===== src/hdl/slotcap_pkg.sv =====
// Overview of operation
// - all fields read zero unless slot implemented
// - bits 4:0 flag present slot features
// - bit 5 flags surprise removal capability
// - bit 6 flags hot-plug capable slot
// - bits 14:7 writable power limit value, reset zero
// - bits 16:15 power limit scale code
// - power limit message on write or link-up
// - bit 18 hardwired to zero
// - bit 17 flags electromechanical interlock present
package slotcap_pkg;
  localparam logic [11:0] SLOTCAP_ADDR      = 12'h054;
  localparam logic [11:0] SLOTCAP_CFG_ADDR  = 12'h100;
  localparam logic [11:0] SLOTCAP_STAT_ADDR = 12'h104;
  localparam int          PRES_LSB          = 0;
  localparam int          PRES_W            = 5;
  localparam int          SURPRISE_BIT      = 5;
  localparam int          CAPABLE_BIT       = 6;
  localparam int          PLV_LSB           = 7;
  localparam int          PLV_W             = 8;
  localparam int          PLS_LSB           = 15;
  localparam int          PLS_W             = 2;
  localparam int          INTERLOCK_BIT     = 17;
  localparam int          NOTIFY_BIT        = 18;
  localparam int          SLOTNUM_LSB       = 19;
  localparam int          SLOTNUM_W         = 13;
  localparam logic [31:0] LOCK_MASK         = 32'hFFFA007F;
  localparam logic [31:0] RW_MASK           = 32'h0001FF80;
  localparam logic [31:0] RESET_VAL         = 32'h00000000;
  localparam logic [1:0]  RESP_OKAY         = 2'h0;
  localparam logic [1:0]  RESP_SLVERR       = 2'h2;
  typedef enum logic [1:0] {SLOTCAP_IDLE, SLOTCAP_RESP} slotcap_state_t;
endpackage : slotcap_pkg


===== src/hdl/slotcap_msg_if.sv =====
`timescale 1ns/1ps
interface slotcap_msg_if;
  logic       trigger;
  logic [7:0] value;
  logic [1:0] scale;
  modport src (output trigger, output value, output scale);
  modport dst (input trigger, input value, input scale);
endinterface : slotcap_msg_if


===== src/hdl/slotcap_msg.sv =====
`timescale 1ns/1ps
module slotcap_msg
  import slotcap_pkg::*;
(
  input  wire logic  clk,
  input  wire logic  reset_n,
  input  wire logic  dl_up,
  input  wire logic  msg_ack,
  slotcap_msg_if.dst req,
  output logic       pend,
  output logic [7:0] val_out,
  output logic [1:0] scl_out
);
  logic       dl_reg, dl_next, pend_next;
  logic [7:0] v_next;
  logic [1:0] s_next;
  always_comb begin
    dl_next   = dl_up;
    pend_next = pend;
    v_next    = val_out;
    s_next    = scl_out;
    if (pend && msg_ack) begin
      pend_next = 1'b0;
    end
    if (req.trigger || (dl_up && !dl_reg)) begin
      pend_next = 1'b1;
      v_next    = req.value;
      s_next    = req.scale;
    end
  end
  always_ff @(posedge clk or negedge reset_n) begin
    if (!reset_n) begin
      dl_reg  <= 1'b0;
      pend    <= 1'b0;
      val_out <= 8'h00;
      scl_out <= 2'h0;
    end else begin
      dl_reg  <= dl_next;
      pend    <= pend_next;
      val_out <= v_next;
      scl_out <= s_next;
    end
  end
endmodule : slotcap_msg


===== src/hdl/slotcap_top.sv =====
// Added by the designer: register access over AXI4-Lite.
`timescale 1ns/1ps
module slotcap_top
  import slotcap_pkg::*;
(
  input  wire logic        CLK,
  input  wire logic        RESET_N,
  input  wire logic [11:0] AWADDR,
  input  wire logic        AWVALID,
  output logic             AWREADY,
  input  wire logic [31:0] WDATA,
  input  wire logic [3:0]  WSTRB,
  input  wire logic        WVALID,
  output logic             WREADY,
  output logic [1:0]       BRESP,
  output logic             BVALID,
  input  wire logic        BREADY,
  input  wire logic [11:0] ARADDR,
  input  wire logic        ARVALID,
  output logic             ARREADY,
  output logic [31:0]      RDATA,
  output logic [1:0]       RRESP,
  output logic             RVALID,
  input  wire logic        RREADY,
  input  wire logic        SLOT_IMPL,
  input  wire logic        DL_UP,
  input  wire logic        MSG_ACK,
  output logic             MSG_PEND,
  output logic [7:0]       MSG_VALUE,
  output logic [1:0]       MSG_SCALE
);
  ////////////////////////////////////////////////////////////////////////////
  logic [31:0]    cap_reg;
  logic [31:0]    cap_next;
  logic           unlock_reg;
  logic           unlock_next;
  logic           aw_reg;
  logic           aw_next;
  logic           w_reg;
  logic           w_next;
  logic [11:0]    awa_reg;
  logic [11:0]    awa_next;
  logic [31:0]    wd_reg;
  logic [31:0]    wd_next;
  logic [3:0]     ws_reg;
  logic [3:0]     ws_next;
  logic           bv_reg;
  logic           bv_next;
  logic           rv_reg;
  logic           rv_next;
  logic [1:0]     br_reg;
  logic [1:0]     br_next;
  logic [1:0]     rr_reg;
  logic [1:0]     rr_next;
  logic [31:0]    rd_reg;
  logic [31:0]    rd_next;
  logic           trig_reg;
  logic           trig_next;
  logic           awrdy_reg;
  logic           awrdy_next;
  logic           wrdy_reg;
  logic           wrdy_next;
  logic           ardy_reg;
  logic           ardy_next;
  logic [31:0]    view;
  logic [31:0]    wmask;
  logic [31:0]    bmask;
  logic           do_wr;
  slotcap_msg_if  msg_bus ();
  assign view = SLOT_IMPL ? (cap_reg & ~(32'h1 << NOTIFY_BIT)) : RESET_VAL;
  assign do_wr = aw_reg && w_reg && !bv_reg;
  always_comb begin
    for (int i = 0; i < 4; i++) begin
      bmask[i*8 +: 8] = {8{ws_reg[i]}};
    end
    wmask = bmask & (RW_MASK | (unlock_reg ? LOCK_MASK : 32'h00000000));
  end
  ////////////////////////////////////////////////////////////////////////////
  always_comb begin
    aw_next     = aw_reg;
    awa_next    = awa_reg;
    w_next      = w_reg;
    wd_next     = wd_reg;
    ws_next     = ws_reg;
    bv_next     = bv_reg;
    br_next     = br_reg;
    rv_next     = rv_reg;
    rr_next     = rr_reg;
    rd_next     = rd_reg;
    cap_next    = cap_reg;
    unlock_next = unlock_reg;
    trig_next   = 1'b0;
    if (AWVALID && !aw_reg) begin
      aw_next  = 1'b1;
      awa_next = AWADDR;
    end
    if (WVALID && !w_reg) begin
      w_next  = 1'b1;
      wd_next = WDATA;
      ws_next = WSTRB;
    end
    if (do_wr) begin
      aw_next = 1'b0;
      w_next  = 1'b0;
      bv_next = 1'b1;
      br_next = RESP_OKAY;
      if (awa_reg[11:2] == SLOTCAP_ADDR[11:2]) begin
        if (SLOT_IMPL) begin
          cap_next  = (cap_reg & ~wmask) | (wd_reg & wmask);
          trig_next = 1'b1;
        end
      end else if (awa_reg[11:2] == SLOTCAP_CFG_ADDR[11:2]) begin
        if (ws_reg[0]) begin
          unlock_next = wd_reg[0];
        end
      end else if (awa_reg[11:2] != SLOTCAP_STAT_ADDR[11:2]) begin
        br_next = RESP_SLVERR;
      end
    end
    if (bv_reg && BREADY) begin
      bv_next = 1'b0;
    end
    if (rv_reg && RREADY) begin
      rv_next = 1'b0;
    end
    if (ARVALID && !rv_reg) begin
      rv_next = 1'b1;
      rr_next = RESP_OKAY;
      case (ARADDR[11:2])
        SLOTCAP_ADDR[11:2]:      rd_next = view;
        SLOTCAP_CFG_ADDR[11:2]:  rd_next = {31'h0, unlock_reg};
        SLOTCAP_STAT_ADDR[11:2]: rd_next = {30'h0, SLOT_IMPL, MSG_PEND};
        default: begin
          rd_next = 32'h00000000;
          rr_next = RESP_SLVERR;
        end
      endcase
    end
    awrdy_next = !aw_next;
    wrdy_next  = !w_next;
    ardy_next  = !rv_next;
  end
  always_ff @(posedge CLK or negedge RESET_N) begin
    if (!RESET_N) begin
      cap_reg    <= RESET_VAL;
      unlock_reg <= 1'b0;
      trig_reg   <= 1'b0;
      aw_reg     <= 1'b0;
      awa_reg    <= 12'h000;
      w_reg      <= 1'b0;
      wd_reg     <= 32'h00000000;
      ws_reg     <= 4'h0;
      bv_reg     <= 1'b0;
      br_reg     <= 2'h0;
      rv_reg     <= 1'b0;
      rr_reg     <= 2'h0;
      rd_reg     <= 32'h00000000;
      awrdy_reg  <= 1'b1;
      wrdy_reg   <= 1'b1;
      ardy_reg   <= 1'b1;
    end else begin
      cap_reg    <= cap_next;
      unlock_reg <= unlock_next;
      trig_reg   <= trig_next;
      aw_reg     <= aw_next;
      awa_reg    <= awa_next;
      w_reg      <= w_next;
      wd_reg     <= wd_next;
      ws_reg     <= ws_next;
      bv_reg     <= bv_next;
      br_reg     <= br_next;
      rv_reg     <= rv_next;
      rr_reg     <= rr_next;
      rd_reg     <= rd_next;
      awrdy_reg  <= awrdy_next;
      wrdy_reg   <= wrdy_next;
      ardy_reg   <= ardy_next;
    end
  end
  ////////////////////////////////////////////////////////////////////////////
  assign AWREADY = awrdy_reg;
  assign WREADY  = wrdy_reg;
  assign ARREADY = ardy_reg;
  assign BVALID  = bv_reg;
  assign BRESP   = br_reg;
  assign RVALID  = rv_reg;
  assign RRESP   = rr_reg;
  assign RDATA   = rd_reg;
  assign msg_bus.trigger = trig_reg;
  assign msg_bus.value   = cap_reg[PLV_LSB +: PLV_W];
  assign msg_bus.scale   = cap_reg[PLS_LSB +: PLS_W];
  slotcap_msg u_msg (
    .clk     (CLK),
    .reset_n (RESET_N),
    .dl_up   (DL_UP),
    .msg_ack (MSG_ACK),
    .req     (msg_bus),
    .pend    (MSG_PEND),
    .val_out (MSG_VALUE),
    .scl_out (MSG_SCALE)
  );
endmodule : slotcap_top


===== config.mk =====
export PLATFORM = sky130hd
export DESIGN_NAME = slotcap_top
export DESIGN_NICKNAME = d
export VERILOG_FILES = /design/src/hdl/slotcap_pkg.sv /design/src/hdl/slotcap_msg_if.sv /design/src/hdl/slotcap_msg.sv /design/src/hdl/slotcap_top.sv
export SDC_FILE = /design/constraint.sdc
export NUM_CORES = 1
export LEC_CHECK = 0
export BUFFER_PORTS_ARGS = -buffer_cell sky130_fd_sc_hd__buf_2
export CORE_ASPECT_RATIO = 1.75
export CORE_UTILIZATION = 45
export CTS_CLUSTER_DIAMETER = 150
export CTS_CLUSTER_SIZE = 25
export DETAILED_ROUTE_END_ITERATION = 7
export PLACE_DENSITY = 0.74
export RECOVER_POWER = 25
export SYNTH_ARGS = -nofsm -noshare
export SYNTH_HDL_FRONTEND = slang
export SYNTH_SLANG_ARGS = --single-unit

===== constraint.sdc =====
create_clock -name CLK -period 2.1 [get_ports CLK]
set_input_delay 0.21 -clock CLK [delete_from_list [all_inputs] [get_ports CLK]]
set_output_delay 0.21 -clock CLK [all_outputs]
set_load 0.01 [all_outputs]

## Yosys cells after proc, flatten, opt, wreduce, memory -nomap -nowiden

Cells that the tools add are included.

| storage, ports and cells | value |
|---|---|
| word-level logic and storage cells | 75 |
| output and inout port bits | 52 |
| input bits | 70 |
| bits in registers | 137 |

| cells by class | value |
|---|---|
| eq/ne operators | 6 |
| reduce and logical (&&, ||, !) cells | 23 |
| muxes and demuxes | 20 |
| bitwise operators | 6 |

Operator list:

| kind | number |
|---|---|
| AND 32 bit | 3 |
| case mux 32 bit (3 select lines) | 1 |
| 2-to-1 mux 32 bit | 2 |
| NOT 32 bit | 1 |
| bitwise OR 32 bit | 1 |
| equality test 10 x 7 -> 1 bit (second input constant) | 3 |
| equality test 10 x 5 -> 1 bit (second input constant) | 2 |
| 2-to-1 mux 1 bit | 13 |
| inequality test 10 x 7 -> 1 bit (second input constant) | 1 |
| logical AND 1 bit | 9 |
| zero test 1 bit | 8 |
| 2-to-1 mux 2 bit | 4 |
| AND reduction 4 bit | 1 |
| nonzero test 2 bit | 2 |
| AND reduction 3 bit | 1 |
| OR reduction 3 bit | 1 |
| logical OR 1 bit | 1 |
| NOT 1 bit | 1 |

## Logic depth before layout (Yosys ltp)

Gate-level depths: netlist (run 1).

| depth | value |
|---|---|
| word-level depth | 5 |
| gate-level depth with buffers | 5 |

## Hierarchy

From an unflattened synthesis (run 1), not the netlist that was laid out.

| unflattened totals | value |
|---|---|
| cells, all modules | 321 |
| area total of the unflattened synthesis | 4,936.0 um2 |

By module, submodules not included:

| module | area an instance (um2) | instances | sequential area each (um2) | cells each |
|---|---|---|---|---|
| slotcap_top | 4,490.6 | 1 | 2,956.6 | 294 |
| slotcap_msg | 445.4 | 1 | 300.3 | 27 |

## Worst setup path after synthesis (run 1)

Ideal clock, no wire load.

| path | value |
|---|---|
| kind | flip-flop to flip-flop |
| start point | register awa_reg[3] |
| end point | register with a tool-made name |
| path slack | 264 ps |
| path buffers | 0 |
| arrival time | 1,712 ps |
| stages on the path, launching flop included | 4 |
| clock period less this slack | 1,836 ps |
| setup time | 125 ps |
| required time | 1,975 ps |
| cells stage by stage | dfrtp_1 -> or4_4 -> nor4_4 -> mux2_2 |

RTL lines:

| element | RTL line | RTL |
|---|---|---|
| start: declaration | slotcap_top.sv:41 | `logic [11:0] awa_reg;` |
| start signal: assignment | slotcap_top.sv:166 | `awa_reg <= awa_next;` |

==> results.cfg, run 1 <==
[timing]
fmax_mhz = 520.2
tightest_slew_ns = 0.9919
slew_headroom_pct = 33.87
fin_crit_ns = 1.922
drv_slew = 0
setup_tns_ns = 0
worst_slack_ns = 0.1776
whs_ns = 0.006086
post-route-period-util_pct = 91.55
setup_viol = 0
rsz0062_at_grt = no
skew_ns = 0.01880
hold_viol = 0

[synth]
synth_top_area_share_pct = 62.19
synth-edff-count = 0
synth_area_leader_cell = dfrtp_1
postSynthAreaPerCell_um2 = 13.27
synth_ff_type = dfrtp_1
async_flop_share_pct = 100.0
ys_top_cells_by_area = dfrtp_1, mux2_2, nand2_1
yosys_warnings = 0
synthCells = 385
synth_cell_types = 35
synth_commonest_cells = dfrtp_1, mux2_2, nand2_1, o21ai_0, clkbuf_1
synth_most_common_cell = dfrtp_1
yosysSeqAreaShare_pct = 63.74
synth.cell_area_mm2 = 0.005110
ys_ff_latch = 130

[global_routing]
grt_pass1_wl_um = 17840
grt_usage_pct = 20.94
antenna_found_initial = 1
grt_max_degree = 47
grt_pass1_vias = 3729
grt.overflow.total = 0

[placed_design]
gp_congestion = 0.7651
pre_cts_ws_ns = 0.2017
dp_hpwl_um = 8040
placed_area_mm2 = 0.005927
io_buffers = 113

[critical_path]
critPathKind = flip-flop to flip-flop
endpoint_kind = flip-flop
critPathArrivalTime_ns = 2.21
cp.required_ns = 2.39
worstReg2RegStart = awa_reg[3]
reg2regPathDepth = 4
critPathMaxFanout = 6
reg2reg_slack_ns = 0.18
worstSetupStartpointType = flip-flop

[power]
report.power.total_mw = 7.563
power_density_mw_per_mm2 = 1150
leakage_nw = 3.216
vdd_drop_max_mv = 0.7265

[floorplanning]
ios = 122
row_count = 51
die_y_um = 143.0
coreArea_mm2 = 0.01110
die_w_um = 82.55
die_area_mm2 = 0.01180
start_util_pct = 46.02

[layout]
area_delta_synth_final_pct = 28.70
layout-drive-gt1-share_pct = 47.84
multi_input_area_mm2 = 0.001764
seqCellArea_mm2 = 0.003257
stdcell_area_mm2 = 0.006576
fillers = 954
finalNetCount = 590

[clock_tree]
htree_levels = 4
cts_max_path_buffers = 2
cts_made_buffers = 17
cts_tree = built
worst_skew_pair.late_latency_ns = 0.42
clk_pin_slew_worst_paths_ns = 0.06
cts_resized = 0
cts.sinks = 130
cts_root_buffer = clkbuf_16

[hold_path]
min_to = WREADY
min-delay-start = WVALID
hp-class = input port to flip-flop
hold_depth = 2

[routing]
routed_wl_um = 11020
vias = 3460
viasPerCell = 5.195
wl_per_cell_um = 16.55
ant_nets = 0
drc = 0
drt-initial-drc-count = 75
dr.pass1.iters = 4

[run_status]
status = finished, final reports clean

[run]
drv_cap = 0
-- worst max-delay path, cell delays in order, from the launching register on --
cell and delay, ns:
dfrtp_1 0.39, or4_4 0.59, nor4_4 0.26, buf_4 0.20
mux2_2 0.35
-- worst max-delay path by stage --
| stage | from | to | slack (ns) | cells after the start |
|---|---|---|---|---|
| final | awa_reg[3] | flip-flop | 0.18 | 4 |
| after global routing | RESET_N | RDATA[8] | 0.06 | 3 |
| after CTS | awa_reg[3] | flip-flop | 0.17 | 4 |
| after detailed placement | awa_reg[3] | flip-flop | 0.20 | 3 |
| after global placement | awa_reg[3] | flip-flop | 0.20 | 3 |
| after floorplan | awa_reg[3] | flip-flop | 0.26 | 3 |
-- power by group --
group,leakage [nW],total (mW),internal (mW),switching (mW)
sequential,1.68,3.38,3.04,0.341
combinational,1.25,1.14,0.647,0.496
clock,0.289,3.04,1.98,1.06
-- metrics by stage --
step | std cells | utilization [%]
6_report | 666 | 59.23
5_1_grt | 666 | 59.23
4_1_cts | 665 | 59.41
3_5_place_dp | 628 | 53.38
3_3_place_gp | 628 | 53.38
2_1_floorplan | 387 | -
-- area by class of cell --
type | instances | share of cell area (%)
clock buffers | 19 | 6.583
clock inverters | 13 | 2.835
repair buffers | 133 | 11.34
inverters | 6 | 0.3425
multi-input cells | 232 | 26.83
diodes | 1 | 0.03805
flip-flops and latches | 130 | 49.52
well taps | 132 | 2.511
-- what timing repair did --
| action | in CTS | in global routing |
|---|---|---|
| endpoints found under the hold margin | 40 | 0 |
| hold buffers | 5 | 0 |
| buffers inserted | 0 | 0 |
-- per-layer routing --
| layer | GRT usage, % | part of all wire [%] | up-vias |
|---|---|---|---|
| met4 | 10.34 | 3.1 | 0 |
| met2 | 37.89 | 56 | 97 |
| met5 | 0 | 0 | - |
| met3 | 5.112 | 3.8 | 25 |
| met1 | 21.75 | 37 | 1725 |
| li1 | - | - | 1613 |
-- cells in the final DEF, fill, tap and decap left out, types with 3 or more instances in the layout --
master,count
a21oi_1,5
buf_2,112
buf_4,10
bufinv_16,4
clkbuf_1,4
clkbuf_16,17
clkinv_4,3
clkinvlp_4,4
conb_1,3
dfrtp_1,127
dfstp_2,3
dlygate4sd3_1,5
inv_1,6
mux2_2,88
nand2_1,61
nand4_1,3
nor2_1,4
nor4_1,5
nor4bb_1,3
o21ai_0,35
-- cells by family after synthesis --
logic type,count (synthesis),synth area share (%)
AOI/OAI and AO/OA,43,4.408
buffers and inverters,25,2.081
DFF,130,63.74
muxes,88,19.39
other,1,0.07339
and+or+nand+nor,98,10.31
Power figures use the tool's default switching activity.
==> run 2: changes to the inputs <==
CORE_ASPECT_RATIO = not set   (was 1.75)
==> run 2 against run 1 <==
  * Via count increased by 0.69%
  * Power increased by 2.5%
  * Routed wire length grew 0.63%
  * First-iteration DRC count rose by 28%
  * Clock power is 6.9% higher
  * Sequential share of layout area fell by 0.49 points
  * Fmax down 2.8%
  * Utilization rose by 1.5 points
  * Count of clock-buffer cells in the layout up 4
  * Sequential power about the same
  * Final area rose by 0.99%
  * Worst hold slack gained 0.017 ns
==> results.cfg, run 2 (synthesis gave the netlist of run 1 again) <==
[power]
vdd_drop_max_mv = 0.7743
leakage_nw = 3.251
power_density_mw_per_mm2 = 1168
report.power.total_mw = 7.754

[floorplanning]
row_count = 38
die_area_mm2 = 0.01179
start_util_pct = 46.73
ios = 122
die_w_um = 108.6
die_y_um = 108.6
coreArea_mm2 = 0.01094

[global_routing]
grt.overflow.total = 0
grt_pass1_wl_um = 17590
grt_pass1_vias = 3586
grt_usage_pct = 20.48
grt_max_degree = 49
antenna_found_initial = 0

[timing]
slew_headroom_pct = 18.77
fin_crit_ns = 1.977
fmax_mhz = 505.9
setup_tns_ns = 0
setup_viol = 0
drv_slew = 0
whs_ns = 0.02300
skew_ns = 0.01054
post-route-period-util_pct = 94.14
rsz0062_at_grt = no
hold_viol = 0
tightest_slew_ns = 1.219

[routing]
viasPerCell = 5.185
routed_wl_um = 11090
ant_nets = 0
vias = 3484
drc = 0
drt-initial-drc-count = 96
dr.pass1.iters = 5
wl_per_cell_um = 16.50

[layout]
multi_input_area_mm2 = 0.001764
layout-drive-gt1-share_pct = 47.74
fin_cells = 672
antenna_cells = 0
finalNetCount = 589
final_common_cell = dfrtp_1
fillers = 837
area_delta_synth_final_pct = 29.97
seqCellArea_mm2 = 0.003257
final_cell_mix = dfrtp_1, buf_2, mux2_2, nand2_1, o21ai_0

[clock_tree]
worst_skew_pair.late_latency_ns = 0.41
cts.sinks = 130
htree_levels = 4
cts_setup_buffers = 0
cts_tree = built
clk_pin_slew_worst_paths_ns = 0.06
cts_hold_buf = 6
cts_made_buffers = 17
cts_resized = 0
cts_root_buffer = clkbuf_16
cts_max_path_buffers = 2

[placed_design]
io_buffers = 113
gp_congestion = 0.7683
placed_cells = 634
dp_hpwl_um = 7606

[critical_path]
critPathKind = flip-flop to flip-flop
endpoint_kind = flip-flop
critPathArrivalTime_ns = 2.27
critPathMaxFanout = 7
cp.required_ns = 2.40
worstSetupStartpointType = flip-flop

[hold_path]
hp-class = input port to flip-flop

[run_status]
status = finished, final reports clean

[run]
drv_cap = 0
[run 2: cell count changes in the layout (fill, tap and decap cells not counted), sizes merged]
cell         delta
dlygate4sd3     +1
clkinvlp        -2
clkinv          -3
clkbuf          +2
bufinv          +1
diode           -1
[run 2: worst paths after layout]
kind	from	end	slack (ns)	depth (start not counted)
max	awa_reg[11]	flip-flop	0.12	3
min	AWVALID	AWREADY	0.02	2
max reg2reg	awa_reg[11]	flip-flop	0.12	3
min reg2reg	RDATA[19]	RDATA[19]	0.48	2
max in group asynchronous	RESET_N	ARREADY	0.60	3
min in group asynchronous	RESET_N	wd_reg[3]	0.59	2
[run 2: through the flow]
stage	setup slack (ns)	area [µm²]	utilization (%)
5_1_grt	0.03842	6641	60.73
3_5_place_dp	0.1182	5922	54.15
6_report	0.1231	6641	60.73
3_3_place_gp	0.1338	5922	54.15
2_1_floorplan	0.2638	5117	-
4_1_cts	0.1034	6645	60.77
[run 2: area by class of cell]
cell class                 instances  share of cell area [%]
clock buffer                      23                   7.347
clock inverter                     9                   2.638
inverter                           6                  0.3391
multi-input combinational        232                   26.56
sequential                       130                   49.04
tap                              140                   2.638
timing repair buffer             132                   11.44
[run 2: worst max-delay path, cell delays in order, from the launching register on]
cell	delay [ns]
dfrtp_1	0.43
or4bb_1	0.60
nor4_1	0.43
mux2_2	0.40
[run 2: layer usage]
layer,wire length [µm],vias to the layer above,global-route usage (%)
met3,581,12,5.907
met1,4775,1752,25.38
met5,0,-,0
met4,179,0,8.494
li1,-,1610,-
met2,5552,110,33.54
[run 2: report_power, final]
group / switching, mW / internal [mW] / leakage (nW)
Combinational: 0.488 / 0.646 / 1.25
Clock: 1.03 / 2.23 / 0.319
Sequential: 0.329 / 3.04 / 1.68
==> run 3: changes to the inputs <==
CTS_BUF_LIST = sky130_fd_sc_hd__clkbuf_16   (was not set)
RECOVER_POWER = not set   (was 25)
SLEW_MARGIN = 40   (was not set)
==> run 3 against run 2 <==
  * Fmax decreased by 1.7%
  * Register-to-register slack got worse by 0.03 ns
  * Routed wire length decreased by 1.9%
  * Power decreased by 2.2%
  * Die area unchanged
  * Worst hold slack got worse by 0.0019 ns
  * Critical path type unchanged
  * Via count decreased by 1.9%
  * Sequential share of layout area increased by 0.27 points
  * Critical path depth unchanged
  * Final area decreased by 0.55%
  * Combinational power about the same
==> results.cfg, run 3 (synthesis gave the netlist of run 1 again) <==
[power]
leakage_nw = 3.240
vdd_drop_max_mv = 0.7736
report.power.total_mw = 7.582
power_density_mw_per_mm2 = 1148

[floorplanning]
die_area_mm2 = 0.01179
ios = 122
die_w_um = 108.6
coreArea_mm2 = 0.01094
die_y_um = 108.6
row_count = 38
start_util_pct = 46.73

[clock_tree]
cts_made_buffers = 17
htree_levels = 4
cts_root_buffer = clkbuf_16
cts_max_path_buffers = 2
cts.sinks = 130
worst_skew_pair.late_latency_ns = 0.41
cts_tree = built
clk_pin_slew_worst_paths_ns = 0.05

[layout]
fin_util_pct = 60.40
layout-drive-gt1-share_pct = 47.18
finalNetCount = 589
antenna_cells = 0
final_common_cell = dfrtp_1
final_cell_mix = dfrtp_1, buf_2, mux2_2, nand2_1, o21ai_0
area_delta_synth_final_pct = 29.26

[timing]
fmax_mhz = 497.1
tightest_slew_ns = 0.6269
setup_tns_ns = 0
skew_ns = 0.007963
post-route-period-util_pct = 95.79
slew_headroom_pct = 58.21
hold_viol = 0
fin_crit_ns = 2.012
drv_slew = 0
rsz0062_at_grt = no
setup_viol = 0

[critical_path]
critPathArrivalTime_ns = 2.30
worstReg2RegStart = awa_reg[3]
endpoint_kind = flip-flop
cp_slowest_cell = or4_4
critPathKind = flip-flop to flip-flop
worstSetupStartpointType = flip-flop
max_stage_delay_ns = 0.59
critPathMaxFanout = 5
crit_start = awa_reg[3]
cp.required_ns = 2.39
path_cells = or4_4, nor4_1, mux2_2

[placed_design]
gp_congestion = 0.7683
io_buffers = 113
dp_hpwl_um = 7606

[global_routing]
grt.overflow.total = 0
grt_pass1_vias = 3539
grt_max_degree = 49
grt_usage_pct = 20.01
grt_pass1_wl_um = 17280
antenna_found_initial = 0

[hold_path]
hp-class = input port to flip-flop
min-delay-start = AWVALID

[routing]
ant_nets = 0
routed_wl_um = 10880
vias = 3419
drc = 0
viasPerCell = 5.088
dr.pass1.iters = 4
wl_per_cell_um = 16.19
drt-initial-drc-count = 121

[run_status]
status = finished, final reports clean

[run]
drv_cap = 0
-- run 3: cell types whose count changed in the layout (fill, tap and decap cells not counted), sizes merged --
cell	delta
clkbuf	-8
inv	+2
buf	+2
clkinv	+4
-- run 3: worst max-delay path, delay by kind of cell, from the launching register on --
| kind | cells | cell delay (ns) |
|---|---|---|
| flops | 1 | 0.39 |
| simple gates | 2 | 1.10 |
| mux | 1 | 0.40 |
-- run 3: metrics by stage --
stage	cells	instance area (µm²)	hold WS [ns]	worst slack (ns)
detailed placement	634	5922	0.2727	0.1182
finish	672	6605	0.02107	0.08850
global placement	634	5922	0.2601	0.1338
global route	672	6605	0.01430	0.05791
CTS	672	6605	0.003608	0.1078
floorplan	387	5117	-0.08559	0.2638
-- run 3: path summary, 6_finish.rpt --
kind                                  end  slack [ns]  cells past startpoint
max in group asynchronous         ARREADY        1.02                      3
worst max-delay path            flip-flop        0.09                      3
min in group asynchronous       wd_reg[3]        0.36                      2
worst min register to register  RDATA[19]        0.48                      2
worst min-delay path              AWREADY        0.02                      2
worst max register to register  flip-flop        0.09                      3
-- run 3: power by group --
group	internal, mW	total (mW)	switching (mW)
combinational	0.646	1.13	0.484
clock	2.07	3.08	1.01
sequential	3.04	3.37	0.331
total	5.76	7.58	1.83
-- run 3: what timing repair did --
action / 4_1_cts / 5_1_grt
hold endpoints to repair: 49 / 0
hold buffers: 6 / 0
buffers inserted: 0 / 0
gates resized for setup: 0 / 0
setup endpoints to repair: 0 / 0
-- run 3: layout make-up --
type / count / area (µm²)
clock buffer: 17 / 425.4
inverter: 6 / 22.52
fill: 843 / 4330
multi-input combinational: 232 / 1764
timing repair buffer: 132 / 763.2
clock inverter: 15 / 197.7
tap: 140 / 175.2
sequential: 130 / 3257
-- run 3: layer usage --
layer	vias to the layer above	GRT usage (%)	share of wire [%]
met5	-	0	0
met2	91	32.55	49
met3	14	5.847	4.6
met4	0	8.398	1.9
li1	1604	-	-
met1	1710	24.90	44
